`src/logic/tgm_pkg.sv`:
```
// package: register map, field layout and reset values for the transmit control and mask block
package tgm_pkg;

   // apb byte offsets, one aligned word each
   localparam logic [7:0] TGM_OFS_GLOBAL = 8'h00;
   localparam logic [7:0] TGM_OFS_ALIAS = 8'h04;
   localparam logic [7:0] TGM_OFS_MASK = 8'h08;
   localparam logic [7:0] TGM_OFS_FORMAT = 8'h0C;
   localparam logic [7:0] TGM_OFS_TXBUF = 8'h10;
   localparam logic [7:0] TGM_OFS_STATUS = 8'h14;

   // shared global control bit positions
   localparam int TGM_GC_TX_FSYNC = 12;
   localparam int TGM_GC_TX_SM = 11;
   localparam int TGM_GC_TX_SER = 10;
   localparam int TGM_GC_TX_HF = 9;
   localparam int TGM_GC_TX_BIT = 8;
   localparam logic [31:0] TGM_GC_TX_BITS = 32'h0000_1F00;
   localparam logic [31:0] TGM_GC_RX_BITS = 32'h0000_001F;
   localparam logic [31:0] TGM_GC_RESET = 32'h0000_0000;

   // transmit format configuration field layout
   localparam int TGM_FMT_ROT_LSB = 0;
   localparam int TGM_FMT_PBIT_LSB = 8;
   localparam int TGM_FMT_PAD_LSB = 13;
   localparam int TGM_FMT_RVRS = 15;
   localparam logic [31:0] TGM_FMT_WMASK = 32'h0003_FFFF;
   localparam logic [31:0] TGM_FMT_RESET = 32'h0000_0000;
   localparam logic [31:0] TGM_MASK_RESET = 32'h0000_0000;

   // pad selection codes
   localparam logic [1:0] TGM_PAD_ZERO = 2'h0;
   localparam logic [1:0] TGM_PAD_ONE = 2'h1;
   localparam logic [1:0] TGM_PAD_COPY = 2'h2;

   // serial word size and dividers
   localparam int TGM_WORD_BITS = 32;
   localparam int TGM_ROT_STEP = 4;
   localparam int TGM_BIT_DIV = 8;
   localparam int TGM_HF_DIV = 2;
   localparam int TGM_FIFO_DEPTH = 4;

   // transmit sequencer states
   typedef enum logic [1:0] {
      TGM_ST_IDLE,
      TGM_ST_LOAD,
      TGM_ST_SHIFT
   } tgm_state_e;

endpackage

```
`src/logic/tgm_tx_global_ctrl_and_mask.sv`:
```
// transmit global control alias, bit-keep mask unit, word fifo and serializer
//
// Function
// - alias write changes only transmit control bits 12-8 of global control
// - alias read returns the whole shared global control word
// - transmit section reset or released without touching receive control state
// - bit 12 low holds frame-sync generator in reset, high runs it
// - bit 11 low holds transmit state machine in reset, high runs it
// - bit 10 low clears transmit serializers, high makes them active
// - bit 9 low holds high-frequency divider in reset, high runs it
// - bit 8 low holds bit-clock divider in reset, high runs it
// - alias bits 4-0 mirror receive control bits, writes there ignored
// - reserved alias bits read zero and ignore writes; software writes zero
// - data bit with mask zero is replaced by the selected pad value
// - data bit with mask one passes through unchanged
// - masking and padding happen before reversal and rotation
// - pad value comes from pad select and pad source bit settings
// - pad code 0 zero, 1 one, 2 copy word bit, 3 reserved
// - pad source bit picks word bit, taken from word as written
//
// Added by the designer: the placing of the registers and the APB register port.
`timescale 1ns/1ps

// small word fifo in flip-flops, index addressed
module tgm_fifo #(
   parameter int WIDTH = 32,
   parameter int DEPTH = 4
) (
   input wire logic clock,
   input wire logic srst,
   input wire logic in_valid,
   output logic in_ready,
   input wire logic [WIDTH-1:0] in_data,
   output logic out_valid,
   input wire logic out_ready,
   output logic [WIDTH-1:0] out_data,
   output logic [$clog2(DEPTH+1)-1:0] level
);
   localparam int AW = (DEPTH > 1) ? $clog2(DEPTH) : 1;
   localparam int LW = $clog2(DEPTH + 1);
   localparam logic [AW-1:0] LAST = AW'(DEPTH - 1);
   localparam logic [LW-1:0] FULL_LEVEL = LW'(DEPTH);

   logic [WIDTH-1:0] mem_q [DEPTH];
   logic [AW-1:0] wr_ptr_q;
   logic [AW-1:0] rd_ptr_q;
   logic [LW-1:0] count_q;
   wire push = in_valid && in_ready;
   wire pop = out_valid && out_ready;

   // full and empty straight from the occupancy count
   assign in_ready = (count_q != FULL_LEVEL);
   assign out_valid = (count_q != '0);
   assign out_data = mem_q[rd_ptr_q];
   assign level = count_q;

   // storage writes need no reset, only the pointers and the count do
   always_ff @(posedge clock) begin
      if (push) begin
         mem_q[wr_ptr_q] <= in_data;
      end
   end

   // pointers wrap at the configured depth, not at a power of two
   always_ff @(posedge clock) begin
      if (srst) begin
         wr_ptr_q <= '0;
         rd_ptr_q <= '0;
         count_q <= '0;
      end else begin
         if (push) begin
            wr_ptr_q <= (wr_ptr_q == LAST) ? '0 : wr_ptr_q + AW'(1);
         end
         if (pop) begin
            rd_ptr_q <= (rd_ptr_q == LAST) ? '0 : rd_ptr_q + AW'(1);
         end
         if (push && !pop) begin
            count_q <= count_q + LW'(1);
         end else if (pop && !push) begin
            count_q <= count_q - LW'(1);
         end
      end
   end
endmodule

// top: apb register file, format unit and serial transmitter
module tgm_tx_global_ctrl_and_mask #(
   parameter int BIT_DIV = tgm_pkg::TGM_BIT_DIV,
   parameter int HF_DIV = tgm_pkg::TGM_HF_DIV,
   parameter int FIFO_DEPTH = tgm_pkg::TGM_FIFO_DEPTH
) (
   input wire logic clock,
   input wire logic srst,
   input wire logic psel,
   input wire logic penable,
   input wire logic pwrite,
   input wire logic [7:0] paddr,
   input wire logic [31:0] pwdata,
   output logic [31:0] prdata,
   output logic pready,
   output logic pslverr,
   output logic tx_serial_data,
   output logic tx_serial_oe,
   output logic tx_bit_clock,
   output logic tx_hf_clock,
   output logic tx_frame_sync,
   output logic [4:0] rx_control
);
   import tgm_pkg::*;

   localparam int FLW = $clog2(FIFO_DEPTH + 1);
   localparam int BDW = $clog2(BIT_DIV + 1);
   localparam int HDW = $clog2(HF_DIV + 1);
   localparam logic [BDW-1:0] BIT_LAST = BDW'(BIT_DIV - 1);
   localparam logic [BDW-1:0] BIT_HALF = BDW'(BIT_DIV / 2);
   localparam logic [HDW-1:0] HF_LAST = HDW'(HF_DIV - 1);
   localparam logic [5:0] WORD_LAST = 6'(TGM_WORD_BITS - 1);

   // bit reversal of a whole word
   function automatic logic [31:0] reverse_word(input logic [31:0] w);
      logic [31:0] r;
      r = '0;
      for (int i = 0; i < 32; i++) begin
         r[i] = w[31-i];
      end
      return r;
   endfunction

   // right rotation in steps of one nibble
   function automatic logic [31:0] rotate_word(input logic [31:0] w, input logic [2:0] code);
      logic [63:0] dbl;
      logic [5:0] amt;
      dbl = {w, w};
      amt = 6'(code) * 6'(TGM_ROT_STEP);
      return dbl[amt +: 32];
   endfunction

   // pad value for masked bits; the reserved code pads zero
   function automatic logic pad_value(input logic [1:0] sel, input logic copy_bit);
      logic p;
      p = 1'b0;
      unique case (sel)
         TGM_PAD_ONE: p = 1'b1;
         TGM_PAD_COPY: p = copy_bit;
         default: p = 1'b0;
      endcase
      return p;
   endfunction

   // register state
   logic [31:0] global_q;
   logic [31:0] mask_q;
   logic [31:0] format_q;
   tgm_state_e state_q;
   tgm_state_e state_d;
   logic [31:0] shift_q;
   logic [5:0] bit_cnt_q;
   logic [BDW-1:0] bit_div_q;
   logic [HDW-1:0] hf_div_q;
   logic hf_clk_q;
   logic fsync_q;
   logic sdata_q;

   // apb decode
   wire access = psel && penable;
   wire sel_global = (paddr == TGM_OFS_GLOBAL);
   wire sel_alias = (paddr == TGM_OFS_ALIAS);
   wire sel_mask = (paddr == TGM_OFS_MASK);
   wire sel_format = (paddr == TGM_OFS_FORMAT);
   wire sel_txbuf = (paddr == TGM_OFS_TXBUF);
   wire sel_status = (paddr == TGM_OFS_STATUS);
   wire mapped = sel_global | sel_alias | sel_mask | sel_format | sel_txbuf | sel_status;
   wire fifo_in_ready;
   wire buf_push = access && pwrite && sel_txbuf;
   // a buffer write stalls the bus while the fifo is full
   assign pready = !(buf_push && !fifo_in_ready);
   wire wr_en = access && pwrite && pready;
   assign pslverr = access && !mapped;

   // control bits out of the shared register
   wire fsync_run = global_q[TGM_GC_TX_FSYNC];
   wire sm_run = global_q[TGM_GC_TX_SM];
   wire ser_run = global_q[TGM_GC_TX_SER];
   wire hf_run = global_q[TGM_GC_TX_HF];
   wire bit_run = global_q[TGM_GC_TX_BIT];
   assign rx_control = global_q[4:0];

   // format fields
   wire [2:0] rot_code = format_q[TGM_FMT_ROT_LSB +: 3];
   wire [4:0] pad_src = format_q[TGM_FMT_PBIT_LSB +: 5];
   wire [1:0] pad_sel = format_q[TGM_FMT_PAD_LSB +: 2];
   wire rvrs = format_q[TGM_FMT_RVRS];

   // word fifo between the buffer register and the format unit
   wire fifo_out_valid;
   wire [31:0] fifo_out_data;
   wire [FLW-1:0] fifo_level;
   // pop in the load cycle only, so each word is taken exactly once
   wire fifo_pop = (state_q == TGM_ST_LOAD);

   tgm_fifo #(
      .WIDTH(TGM_WORD_BITS),
      .DEPTH(FIFO_DEPTH)
   ) u_fifo (
      .clock(clock),
      .srst(srst),
      .in_valid(buf_push),
      .in_ready(fifo_in_ready),
      .in_data(pwdata),
      .out_valid(fifo_out_valid),
      .out_ready(fifo_pop),
      .out_data(fifo_out_data),
      .level(fifo_level)
   );

   // pad value picked from the unshifted word; reserved code pads zero
   wire pad_copy = fifo_out_data[pad_src];
   wire pad_bit = pad_value(pad_sel, pad_copy);

   // keep where mask is one, pad where zero, then reverse and rotate
   logic [31:0] masked_word;
   for (genvar g = 0; g < 32; g++) begin : g_keep
      assign masked_word[g] = mask_q[g] ? fifo_out_data[g] : pad_bit;
   end
   wire [31:0] ordered_word = rvrs ? reverse_word(masked_word) : masked_word;
   wire [31:0] formatted_word = rotate_word(ordered_word, rot_code);

   // register read mux; reserved bits come back as zero
   wire [31:0] alias_read = global_q & (TGM_GC_TX_BITS | TGM_GC_RX_BITS);
   wire status_shifting = (state_q == TGM_ST_SHIFT);
   wire status_full = !fifo_in_ready;
   wire [31:0] status_read = {24'h00_0000, 1'b0, status_shifting, fifo_out_valid, status_full,
      4'(fifo_level)};

   // read selection; the write-only buffer and unmapped offsets read zero
   wire [31:0] read_word = sel_global ? global_q :
      sel_alias ? alias_read :
      sel_mask ? mask_q :
      sel_format ? format_q :
      sel_status ? status_read : 32'h0000_0000;

   // read data registered off the setup phase address
   always_ff @(posedge clock) begin
      if (srst) begin
         prdata <= '0;
      end else if (psel && !penable && !pwrite) begin
         prdata <= read_word;
      end
   end

   // shared global control: full write through its own offset,
   // transmit field only through the alias
   always_ff @(posedge clock) begin
      if (srst) begin
         global_q <= TGM_GC_RESET;
      end else if (wr_en && sel_global) begin
         global_q <= pwdata & (TGM_GC_TX_BITS | TGM_GC_RX_BITS);
      end else if (wr_en && sel_alias) begin
         global_q <= (global_q & ~TGM_GC_TX_BITS) | (pwdata & TGM_GC_TX_BITS);
      end
   end

   // mask and format configuration
   always_ff @(posedge clock) begin
      if (srst) begin
         mask_q <= TGM_MASK_RESET;
         format_q <= TGM_FMT_RESET;
      end else begin
         if (wr_en && sel_mask) begin
            mask_q <= pwdata;
         end
         if (wr_en && sel_format) begin
            format_q <= pwdata & TGM_FMT_WMASK;
         end
      end
   end

   // high-frequency divider, held at zero while its run bit is low
   always_ff @(posedge clock) begin
      if (srst || !hf_run) begin
         hf_div_q <= '0;
         hf_clk_q <= 1'b0;
      end else if (hf_div_q == HF_LAST) begin
         hf_div_q <= '0;
         hf_clk_q <= !hf_clk_q;
      end else begin
         hf_div_q <= hf_div_q + HDW'(1);
      end
   end
   assign tx_hf_clock = hf_clk_q;

   // bit-clock divider; one tick per serial bit
   always_ff @(posedge clock) begin
      if (srst || !bit_run) begin
         bit_div_q <= '0;
      end else if (bit_div_q == BIT_LAST) begin
         bit_div_q <= '0;
      end else begin
         bit_div_q <= bit_div_q + BDW'(1);
      end
   end
   // bit clock high in the first half of each bit period
   wire bit_tick = bit_run && (bit_div_q == BIT_LAST);
   assign tx_bit_clock = bit_run && (bit_div_q < BIT_HALF);

   // sequencer: waits for a word, loads it, shifts it out bit by bit
   always_comb begin
      state_d = state_q;
      unique case (state_q)
         TGM_ST_IDLE: begin
            if (fifo_out_valid && ser_run && bit_tick) begin
               state_d = TGM_ST_LOAD;
            end
         end
         TGM_ST_LOAD: begin
            state_d = TGM_ST_SHIFT;
         end
         TGM_ST_SHIFT: begin
            if (bit_tick && bit_cnt_q == WORD_LAST) begin
               state_d = TGM_ST_IDLE;
            end
         end
         // the unused fourth code of the encoding falls back to idle
         default: begin
            state_d = TGM_ST_IDLE;
         end
      endcase
      // serializer clear aborts a word in flight
      if (!ser_run) begin
         state_d = TGM_ST_IDLE;
      end
   end

   // state register held in reset while the run bit is low
   always_ff @(posedge clock) begin
      if (srst || !sm_run) begin
         state_q <= TGM_ST_IDLE;
      end else begin
         state_q <= state_d;
      end
   end

   // shift register cleared while serializers are inactive
   always_ff @(posedge clock) begin
      if (srst || !ser_run || !sm_run) begin
         shift_q <= '0;
         bit_cnt_q <= '0;
         sdata_q <= 1'b0;
      end else if (state_q == TGM_ST_LOAD) begin
         shift_q <= formatted_word;
         bit_cnt_q <= '0;
         sdata_q <= formatted_word[0];
      end else if (state_q == TGM_ST_SHIFT && bit_tick) begin
         shift_q <= {1'b0, shift_q[31:1]};
         bit_cnt_q <= bit_cnt_q + 6'(1);
         sdata_q <= shift_q[1];
      end
   end
   assign tx_serial_data = sdata_q;

   // pin driven whenever the serializers are active, even between words
   assign tx_serial_oe = ser_run;

   // frame sync marks the load of each word; generator held in reset when off
   always_ff @(posedge clock) begin
      if (srst || !fsync_run) begin
         fsync_q <= 1'b0;
      end else begin
         fsync_q <= (state_q == TGM_ST_LOAD);
      end
   end
   assign tx_frame_sync = fsync_q;

endmodule

```
`config.mk`:
```
export PLATFORM = sky130hd
export DESIGN_NAME = tgm_tx_global_ctrl_and_mask
export DESIGN_NICKNAME = d
export VERILOG_FILES = /design/src/logic/tgm_pkg.sv /design/src/logic/tgm_tx_global_ctrl_and_mask.sv
export SDC_FILE = /design/constraint.sdc
export NUM_CORES = 1
export LEC_CHECK = 0
export BUFFER_PORTS_ARGS = -buffer_cell sky130_fd_sc_hd__buf_2
export CAP_MARGIN = 20
export CORE_AREA = 2 2 203 205
export CTS_CLUSTER_SIZE = 28
export DETAILED_ROUTE_END_ITERATION = 8
export DIE_AREA = 0 0 205 207
export PLACE_DENSITY = 0.6
export SETUP_SLACK_MARGIN = 0.02
export SLEW_MARGIN = 20
export SYNTH_ARGS = -nofsm -noshare
export SYNTH_HDL_FRONTEND = slang
export SYNTH_SLANG_ARGS = --single-unit
```
`constraint.sdc`:
```
create_clock -name clock -period 4.1 [get_ports clock]
set_input_delay 0 -clock clock [delete_from_list [all_inputs] [get_ports clock]]
set_output_delay 0 -clock clock [all_outputs]
set_load 0.01 [all_outputs]
```
==> results of run 1 <==
path summary, 6_finish.rpt:
check             slack (ps)                    from                       to
setup / recovery         260               flip-flop  shift_q[3]$_SDFFE_PP0P_
hold / removal            30                paddr[4]  prdata[13]$_SDFFE_PP0P_
setup reg to reg         260               flip-flop  shift_q[3]$_SDFFE_PP0P_
hold reg to reg          430  hf_div_q[0]$_SDFF_PP0_   hf_div_q[0]$_SDFF_PP0_
final cells by class:
type | instances | area (um2) | share of cell area
sequential | 277 | 6830 | 0.419
clock inverter | 16 | 175 | 0.0108
tap | 532 | 666 | 0.0409
timing repair buffer | 164 | 1110 | 0.0684
antenna | 1 | 2.50 | 0.000154
inverter | 18 | 67.6 | 0.00415
clock buffer | 38 | 779 | 0.0479
multi-input combinational | 1039 | 6650 | 0.408
state kept, by name (all words and copies together) (netlist names), named ones only:
signal           cells
tx_hf_clock          1
state_q              2
u_fifo.rd_ptr_q      2
format_q            18
tx_frame_sync        1
u_fifo.wr_ptr_q      2
mask_q              32
shift_q             32
hf_div_q             2
global_q            10
bit_div_q            4
u_fifo.level         3
u_fifo.mem_q       128
prdata              32
bit_cnt_q            6
layout by cell type (no fill, tap or decap), types with 14 or more instances in the layout:
| cell type | synthesis | routed |
|---|---|---|
| nor3_1 | 25 | 24 |
| inv_1 | 16 | 16 |
| a22oi_1 | 22 | 22 |
| a221oi_1 | 26 | 26 |
| mux2i_1 | 46 | 46 |
| mux2_2 | 42 | 42 |
| dfxtp_1 | 149 | 146 |
| nand2b_1 | 24 | 24 |
| buf_4 | 6 | 41 |
| a211oi_1 | 16 | 16 |
| nand3_1 | 51 | 51 |
| o21ai_0 | 40 | 40 |
| buf_2 | 6 | 87 |
| a21oi_1 | 100 | 100 |
| o211ai_1 | 20 | 20 |
| a31oi_1 | 19 | 19 |
| nor2_1 | 110 | 110 |
| mux4_2 | 20 | 20 |
| dlygate4sd3_1 | 0 | 35 |
| and2_1 | 14 | 14 |
| nand2_1 | 267 | 266 |
| edfxtp_1 | 128 | 128 |
| clkbuf_16 | 0 | 29 |
| nor2b_1 | 16 | 16 |
| o22ai_1 | 20 | 20 |
timing repair:
item                                    CTS  global route
endpoints found under the setup margin    0            11
hold buffers                             35             0
endpoints found under the hold margin   208             0
resized for setup                         0             2
stage by stage:
step | hold WS, ps | instances | worst slack [ps]
2_1_floorplan | 93.9 | 1439 | 803
3_3_place_gp | 236 | 1995 | 342
3_5_place_dp | 239 | 1995 | 283
4_1_cts | 15.0 | 2084 | 276
5_1_grt | 59.9 | 2084 | 119
6_report | 32.6 | 2085 | 261
worst max-delay path: stages (launching register included):
cell      delay [ps]
dfxtp_2          550
buf_4            260
mux4_2           370
a41oi_2          240
o31ai_1          190
o31a_1           340
a41oi_2          460
a221oi_1         270
mux2_2           380
mux4_2           470
o21a_1           180
logic make-up after synthesis:
kind of cell,share of synthesized area
fa+ha+maj,0.0113
simple gates,0.174
buf+inv,0.0376
mux,0.106
compound gates,0.178
flops,0.489
xor+xnor,0.00564
report_power, final:
| group | internal (uW) | switching [uW] |
|---|---|---|
| combinational | 49.8 | 87.5 |
| sequential | 2890 | 3.08 |
| clock | 1530 | 1140 |
metal layers:
layer	vias up	routed length [um]
met5	-	0
met2	519	22000
met1	5718	20200
met4	0	1460
li1	5506	-
met3	84	3290
==> results.json, run 1 <==
{
  "status": "complete, no violations",
  "fin_setup_tns_ps": 0,
  "clock_latency_ps": 580,
  "path_clk_slew_ps": 70,
  "startpoint_type": "flip-flop",
  "ir_drop_uv": 242,
  "async_flop_share": 0,
  "yosysMostFrequentCell": "nand2_1",
  "ys_ff_latch": 277,
  "drt_pre_antenna_iters": 6,
  "yosysSeqAreaShare": 0.489,
  "place_area_mm2": 0.0150,
  "holdCritPathClass": "input port to flip-flop",
  "die_h_um": 207,
  "synthCells": 1439,
  "htree_num_levels": 1,
  "synth_cell_types": 82,
  "nNetsFinal": 1586,
  "crit_path_end_kind": "flip-flop",
  "setup_viol": 0,
  "final_area_mm2": 0.0163,
  "holdPathStages": 5,
  "required_ps": 4580,
  "cts_tree": "done",
  "path_class": "flip-flop to flip-flop",
  "final_max_slew_viol_count": 0,
  "io_buffers": 88,
  "clock_path_buffers": 3,
  "die_x_um": 205,
  "clock-skew-final_ps": 17.2,
  "synth_common_cells": "nand2_1 (267), dfxtp_1 (149), edfxtp_1 (128)",
  "finalWeightedCongestion": 0.953,
  "drt_iter0_drc": 1388,
  "maxSlewHeadroom": 0.276,
  "core_mm2": 0.0404,
  "synth_flop_cell": "dfxtp_1",
  "overflow": 0,
  "synth.avg_cell_area_um2": 9.71,
  "grt_pass1_wl_mm": 71.3,
  "ant_nets": 0,
  "reg2regPathDepth": 10,
  "final_core_util": 0.403,
  "vias": 11827,
  "synth_top_area_share": 0.275,
  "grt_use_met2": 0.353,
  "initial_core_util": 0.346,
  "core.rowCount": 74,
  "leakage_uw": 0.00551,
  "io_pins": 89,
  "powerDensity_mw_per_mm2": 351,
  "route.detailed.drc": 0,
  "vias_per_cell": 5.67,
  "fillerInstances": 4011,
  "synth_edf_count": 128,
  "cts_root_buf": "clkbuf_16",
  "use_met3": 0.0274,
  "grt_max_degree": 64,
  "yosysTopAreaCell": "edfxtp_1",
  "netlist_area_mm2": 0.0140,
  "grt_use_met1": 0.304,
  "period_needed_ps": 3840,
  "clock-sinks": 277,
  "grt-busiest-layer": "met2",
  "finalHoldViolations": 0,
  "period_share": 0.936,
  "max_freq_mhz": 260,
  "worstMarginPinSlew_ps": 1080,
  "worstPathArrival_ps": 4320,
  "grt_pass1_vias": 11330,
  "antenna_found_initial": 1,
  "synth_area_leaders": "edfxtp_1 (28%), dfxtp_1 (21%), nand2_1 (7.2%)",
  "postCtsSetupBuffers": 0,
  "drive_gt1_frac": 0.166,
  "yosysWarningCount": 0,
  "cp_max_fo": 14,
  "drt_wl_total_mm": 47.0,
  "hpwl_mm": 34.2,
  "grt_usage": 0.219,
  "cts_buffers": 29,
  "syn_nets": 1496,
  "design.die.area_mm2": 0.0424,
  "maxCapViolations": 0,
  "power_uw": 5710,
  "area_growth_pct": 16.6,
  "post_drt_wl_per_cell_um": 22.5,
  "rsz0062_at_grt": "no"
}
Note: power is estimated with default switching activity, not from simulation.
==> run 2: changes to the inputs <==
--- a/config.mk
+++ b/config.mk
@@ -5,7 +5,7 @@
 export SDC_FILE = /design/constraint.sdc
 export NUM_CORES = 1
 export LEC_CHECK = 0
-export BUFFER_PORTS_ARGS = -buffer_cell sky130_fd_sc_hd__buf_2
+export BUFFER_PORTS_ARGS = -buffer_cell sky130_fd_sc_hd__buf_4
 export CAP_MARGIN = 20
 export CORE_AREA = 2 2 203 205
 export CTS_CLUSTER_SIZE = 28
==> run 2 against run 1 <==
Compared with the run above: die area is the same; flip-flop and latch count unchanged; core utilization grew 0.82 points; clock-buffer cell count shrank 1; non-clock buffer count grew 6; sequential share of layout area down 0.83 points; first-iteration DRC count fell by 9.9%; sequential power barely moved; fmax is 0.18% higher; combinational power up 14%; critical path depth increased by 1.
==> results.json, run 2 (synthesis gave the netlist of run 1 again) <==
{
  "final_area_mm2": 0.0166,
  "status": "complete, no violations",
  "grt_use_met1": 0.293,
  "cts_buffers": 30,
  "ir_drop_uv": 321,
  "holdPathEnd": "global_q[9]$_SDFFE_PP0P_",
  "min_from": "psel",
  "worstPathArrival_ps": 4290,
  "regMostFlops": "u_fifo.mem_q",
  "io_buffers": 88,
  "drt_wl_total_mm": 47.4,
  "nNetsFinal": 1593,
  "design.die.area_mm2": 0.0424,
  "final_cell_mix": "nand2_1 (267), dfxtp_1 (146), buf_4 (129)",
  "worstMarginPinSlew_ps": 852,
  "maxCapViolations": 0,
  "htree_num_levels": 1,
  "required_ps": 4550,
  "crit_top_cell": "a41oi_2",
  "die_x_um": 205,
  "antenna_found_initial": 0,
  "grt_use_met2": 0.354,
  "die_h_um": 207,
  "path_clk_slew_ps": 60,
  "ant_nets": 0,
  "grt_pass1_wl_mm": 72.1,
  "largest_register_ffs": 128,
  "startpoint_type": "flip-flop",
  "clock-skew-final_ps": 20.2,
  "grt_usage": 0.222,
  "holdCritPathClass": "input port to flip-flop",
  "rsz0062_at_grt": "no",
  "overflow": 0,
  "cts_tree": "done",
  "grt_max_degree": 64,
  "cp.buffers_inverters": 2,
  "reg2regPathDepth": 11,
  "hpwl_mm": 34.5,
  "crit_path_end_kind": "flip-flop",
  "power_uw": 5740,
  "clock-sinks": 277,
  "period_share": 0.935,
  "vias_per_cell": 5.72,
  "grt_pass1_vias": 11629,
  "path_class": "flip-flop to flip-flop",
  "cts_root_buf": "clkbuf_16",
  "initial_core_util": 0.346,
  "powerDensity_mw_per_mm2": 345,
  "fin_setup_tns_ps": 0,
  "cp_slowest_cell": "mux4_2",
  "place_area_mm2": 0.0152,
  "cp_max_fo": 19,
  "dp_slack_ps": 299,
  "worst_slack_ps": 268,
  "holdPathStages": 4,
  "r2r-end": "shift_q[7]$_SDFFE_PP0P_",
  "drt_pre_antenna_iters": 6,
  "rrSetupSlack_ps": 270,
  "final_max_slew_viol_count": 0,
  "post_drt_wl_per_cell_um": 22.7,
  "period_needed_ps": 3830,
  "use_met3": 0.0390,
  "drive_gt1_frac": 0.169,
  "setup_viol": 0,
  "max_freq_mhz": 261,
  "clock_path_buffers": 3,
  "maxSlewHeadroom": 0.431,
  "critPathTopFamily": "compound AO/OA/AOI/OAI gates",
  "route.detailed.drc": 0,
  "cp_cell_sequence": "buf_12, mux4_2, a41oi_2, o31ai_1, o31a_1, a41oi_2, buf_4, a21boi_0, mux4_1, nand2b_1, o211a_1",
  "path_depth": 11,
  "io_pins": 89,
  "clock_latency_ps": 570,
  "drt_iter0_drc": 1251,
  "critPathMaxStageDelay_ps": 580,
  "grt-busiest-layer": "met2",
  "area_growth_pct": 18.9,
  "postCtsSetupBuffers": 0,
  "finalWeightedCongestion": 0.989,
  "finalHoldViolations": 0,
  "core.rowCount": 74,
  "vias": 11967,
  "core_mm2": 0.0404,
  "leakage_uw": 0.00560,
  "final_common_cell": "nand2_1"
}
==> run 2: cell count changes in the layout (fill, tap and decap cells not counted), sizes merged <==
cell,before,now
buf,129,133
clkbuf,38,37
inv,18,19
dlygate4sd3,35,37
clkinvlp,3,1
diode,1,2
clkinv,10,12
==> run 2: cell type report <==
class	instances	area [um2]
diodes	2	5.00
clock buffers	37	797
clock inverters	17	188
fillers	3941	23800
inverters	18	67.6
multi-input cells	1039	6650
flip-flops and latches	277	6830
well taps	532	666
repair buffers	170	1410
==> run 2: worst max path at each step <==
stage	startpoint	endpoint	slack, ps
floorplan	flip-flop	shift_q[3]$_SDFFE_PP0P_	800
global placement	format_q[9]$_SDFFE_PP0P_	shift_q[10]$_SDFFE_PP0P_	390
detailed placement	format_q[9]$_SDFFE_PP0P_	shift_q[12]$_SDFFE_PP0P_	300
CTS	format_q[9]$_SDFFE_PP0P_	shift_q[12]$_SDFFE_PP0P_	260
global route	flip-flop	shift_q[10]$_SDFFE_PP0P_	80
finish	flip-flop	shift_q[7]$_SDFFE_PP0P_	270
==> run 2: worst min-delay path, cell delays in order <==
cell and delay [ps]:
buf_4 120, and3_1 240, nand3_1 130, a21oi_1 50
==> run 2: power by group <==
part / internal (uW) / switching (uW) / leakage [uW]
Sequential: 2890 / 2.90 / 0.00235
Combinational: 65.4 / 90.7 / 0.00276
Clock: 1570 / 1120 / 0.000486
Total: 4530 / 1210 / 0.00560
==> run 2: repair_timing <==
item	in CTS	in global routing
endpoints found under the setup margin	0	5
hold buffers	37	0
hold endpoints to repair	208	0
resized for setup	0	1
==> run 2: through the flow <==
step / util / hold slack, ps / cells
finish: 0.412 / 35.0 / 2092
global route: 0.411 / 71.9 / 2090
CTS: 0.411 / 14.4 / 2089
detailed placement: 0.377 / 221 / 1998
global placement: 0.377 / 217 / 1998
floorplan: - / 93.9 / 1439
==> run 2: metal layers <==
metal / routed length (um) / share of wire / vias to the layer above
li1: - / - / 5512
met1: 20000 / 0.42 / 5851
met2: 22100 / 0.47 / 490
met3: 3150 / 0.066 / 114
met4: 2200 / 0.046 / 0
met5: 0 / 0 / -
==> run 3: changes to the inputs <==
--- a/config.mk
+++ b/config.mk
@@ -5,13 +5,13 @@
 export SDC_FILE = /design/constraint.sdc
 export NUM_CORES = 1
 export LEC_CHECK = 0
-export BUFFER_PORTS_ARGS = -buffer_cell sky130_fd_sc_hd__buf_4
 export CAP_MARGIN = 20
 export CORE_AREA = 2 2 203 205
 export CTS_CLUSTER_SIZE = 28
 export DETAILED_ROUTE_END_ITERATION = 8
 export DIE_AREA = 0 0 205 207
-export PLACE_DENSITY = 0.6
+export DONT_BUFFER_PORTS = 1
+export PLACE_DENSITY = 0.58
 export SETUP_SLACK_MARGIN = 0.02
 export SLEW_MARGIN = 20
 export SYNTH_ARGS = -nofsm -noshare
==> run 3 against run 2 <==
Compared with the run above: core utilization is 1.4 points lower; critical path depth stayed put; setup slack worse by 13 ps; hold slack better by 17 ps; die area stayed put; clock power is 3% higher; clock skew is 12 ps lower; sequential power hardly changed; critical endpoint is now shift_q[28]$_SDFFE_PP0P_; largest power group unchanged.
==> results.json, run 3 (synthesis gave the netlist of run 1 again) <==
{
  "hpwl_mm": 33.9,
  "vias_per_cell": 5.78,
  "final_area_mm2": 0.0160,
  "period_needed_ps": 3850,
  "io_pins": 89,
  "clock_path_buffers": 3,
  "grt_pass1_wl_mm": 71.0,
  "area_growth_pct": 14.9,
  "ir_drop_uv": 410,
  "final_core_util": 0.398,
  "fin_setup_tns_ps": 0,
  "finalHoldViolations": 0,
  "rsz0062_at_grt": "no",
  "maxCapViolations": 0,
  "drt_pre_antenna_iters": 7,
  "htree_num_levels": 1,
  "grt_usage": 0.220,
  "powerDensity_mw_per_mm2": 359,
  "final_cell_mix": "nand2_1 (267), dfxtp_1 (146), edfxtp_1 (128)",
  "n_antenna_cell": 0,
  "die_h_um": 207,
  "design.die.area_mm2": 0.0424,
  "overflow": 0,
  "clock-skew-final_ps": 8.28,
  "postCtsSetupBuffers": 0,
  "post_drt_wl_per_cell_um": 23.6,
  "io_buffers": 0,
  "status": "complete, no violations",
  "min_from": "psel",
  "worstPathArrival_ps": 4320,
  "maxSlewHeadroom": 0.252,
  "final_common_cell": "nand2_1",
  "grt_max_degree": 106,
  "crit_path_end_kind": "flip-flop",
  "ant_nets": 0,
  "r2r-end": "shift_q[28]$_SDFFE_PP0P_",
  "drive_gt1_frac": 0.118,
  "max_freq_mhz": 260,
  "cts_buffers": 30,
  "initial_core_util": 0.346,
  "worstMarginPinSlew_ps": 1120,
  "holdPathStages": 3,
  "route.detailed.drc": 0,
  "regMostFlops": "u_fifo.mem_q",
  "setup_viol": 0,
  "place_area_mm2": 0.0145,
  "antenna_found_initial": 0,
  "grt_pass1_vias": 11058,
  "rrSetupSlack_ps": 250,
  "path_class": "flip-flop to flip-flop",
  "final_max_slew_viol_count": 0,
  "die_x_um": 205,
  "cts_tree": "done",
  "holdPathEnd": "prdata[9]$_SDFFE_PP0P_",
  "core.rowCount": 74,
  "vias": 11625,
  "finalWeightedCongestion": 0.941,
  "nNetsFinal": 1513,
  "largest_register_ffs": 128,
  "drt_iter0_drc": 1287,
  "core_mm2": 0.0404,
  "fin_hold_ws_ps": 51.6,
  "clock-sinks": 277,
  "required_ps": 4570,
  "startpoint_type": "flip-flop",
  "path_clk_slew_ps": 60,
  "period_share": 0.938,
  "leakage_uw": 0.00520,
  "cp_max_fo": 11,
  "drt_wl_total_mm": 47.4,
  "power_uw": 5770,
  "cts_root_buf": "clkbuf_16",
  "reg2regPathDepth": 11,
  "clock_latency_ps": 580,
  "holdCritPathClass": "input port to flip-flop"
}
==> run 3: cell count changes in the layout (fill, tap and decap cells not counted), moves of 2 or more <==
cell,delta
buf_4,-85
dlygate4sd3_1,+7
clkinv_2,-4
clkbuf_8,+3
clkinv_1,+3
buf_12,-2
diode_2,-2
==> run 3: routing by layer <==
layer | global-route usage | routed length, um | vias to the layer above
li1 | - | - | 5345
met1 | 0.299 | 20300 | 5713
met2 | 0.354 | 22100 | 479
met3 | 0.0365 | 3430 | 88
met4 | 0.0774 | 1580 | 0
met5 | 0 | 0 | -
==> run 3: per-stage QoR <==
step                instances  setup slack (ps)
floorplan                1439               803
global placement         1911               368
detailed placement       1911               284
CTS                      2011               254
global route             2011              60.2
finish                   2011               255
==> run 3: final cells by class <==
type,count,area (um2)
clock buffer,41,842
clock inverter,14,175
fill,4020,24300
inverter,18,67.6
multi-input combinational,1039,6650
sequential,277,6830
tap,532,666
timing repair buffer,90,818
==> run 3: report_power, final <==
| group | internal, uW | switching [uW] |
|---|---|---|
| logic | 38.7 | 77.4 |
| clock network | 1630 | 1130 |
| registers | 2890 | 5.56 |
| total | 4560 | 1210 |
==> run 3: how the worst max path moves through the flow <==
stage	start	to	slack, ps	cells past startpoint
CTS	flip-flop	shift_q[25]$_SDFFE_PP0P_	250	11
global placement	flip-flop	shift_q[31]$_SDFFE_PP0P_	370	9
finish	flip-flop	shift_q[28]$_SDFFE_PP0P_	250	11
global route	flip-flop	shift_q[31]$_SDFFE_PP0P_	60	9
floorplan	flip-flop	shift_q[3]$_SDFFE_PP0P_	800	12
detailed placement	flip-flop	shift_q[25]$_SDFFE_PP0P_	280	11
==> run 3: repair_timing <==
item,4_1_cts,5_1_grt
hold buffers,45,0
endpoints found under the setup margin,0,6
resized for setup,0,2
endpoints found under the hold margin,271,0
==> run 3: worst max-delay path, stage by stage, from the launching register on <==
cell and delay, ps:
dfxtp_2 520, buf_4 290, mux4_2 580, and3_1 210, a221oi_1 290, o2111a_1 420, buf_4 200, nor4_1 60
o32a_1 490, a211o_1 400, nor3_1 220, nor4_1 70
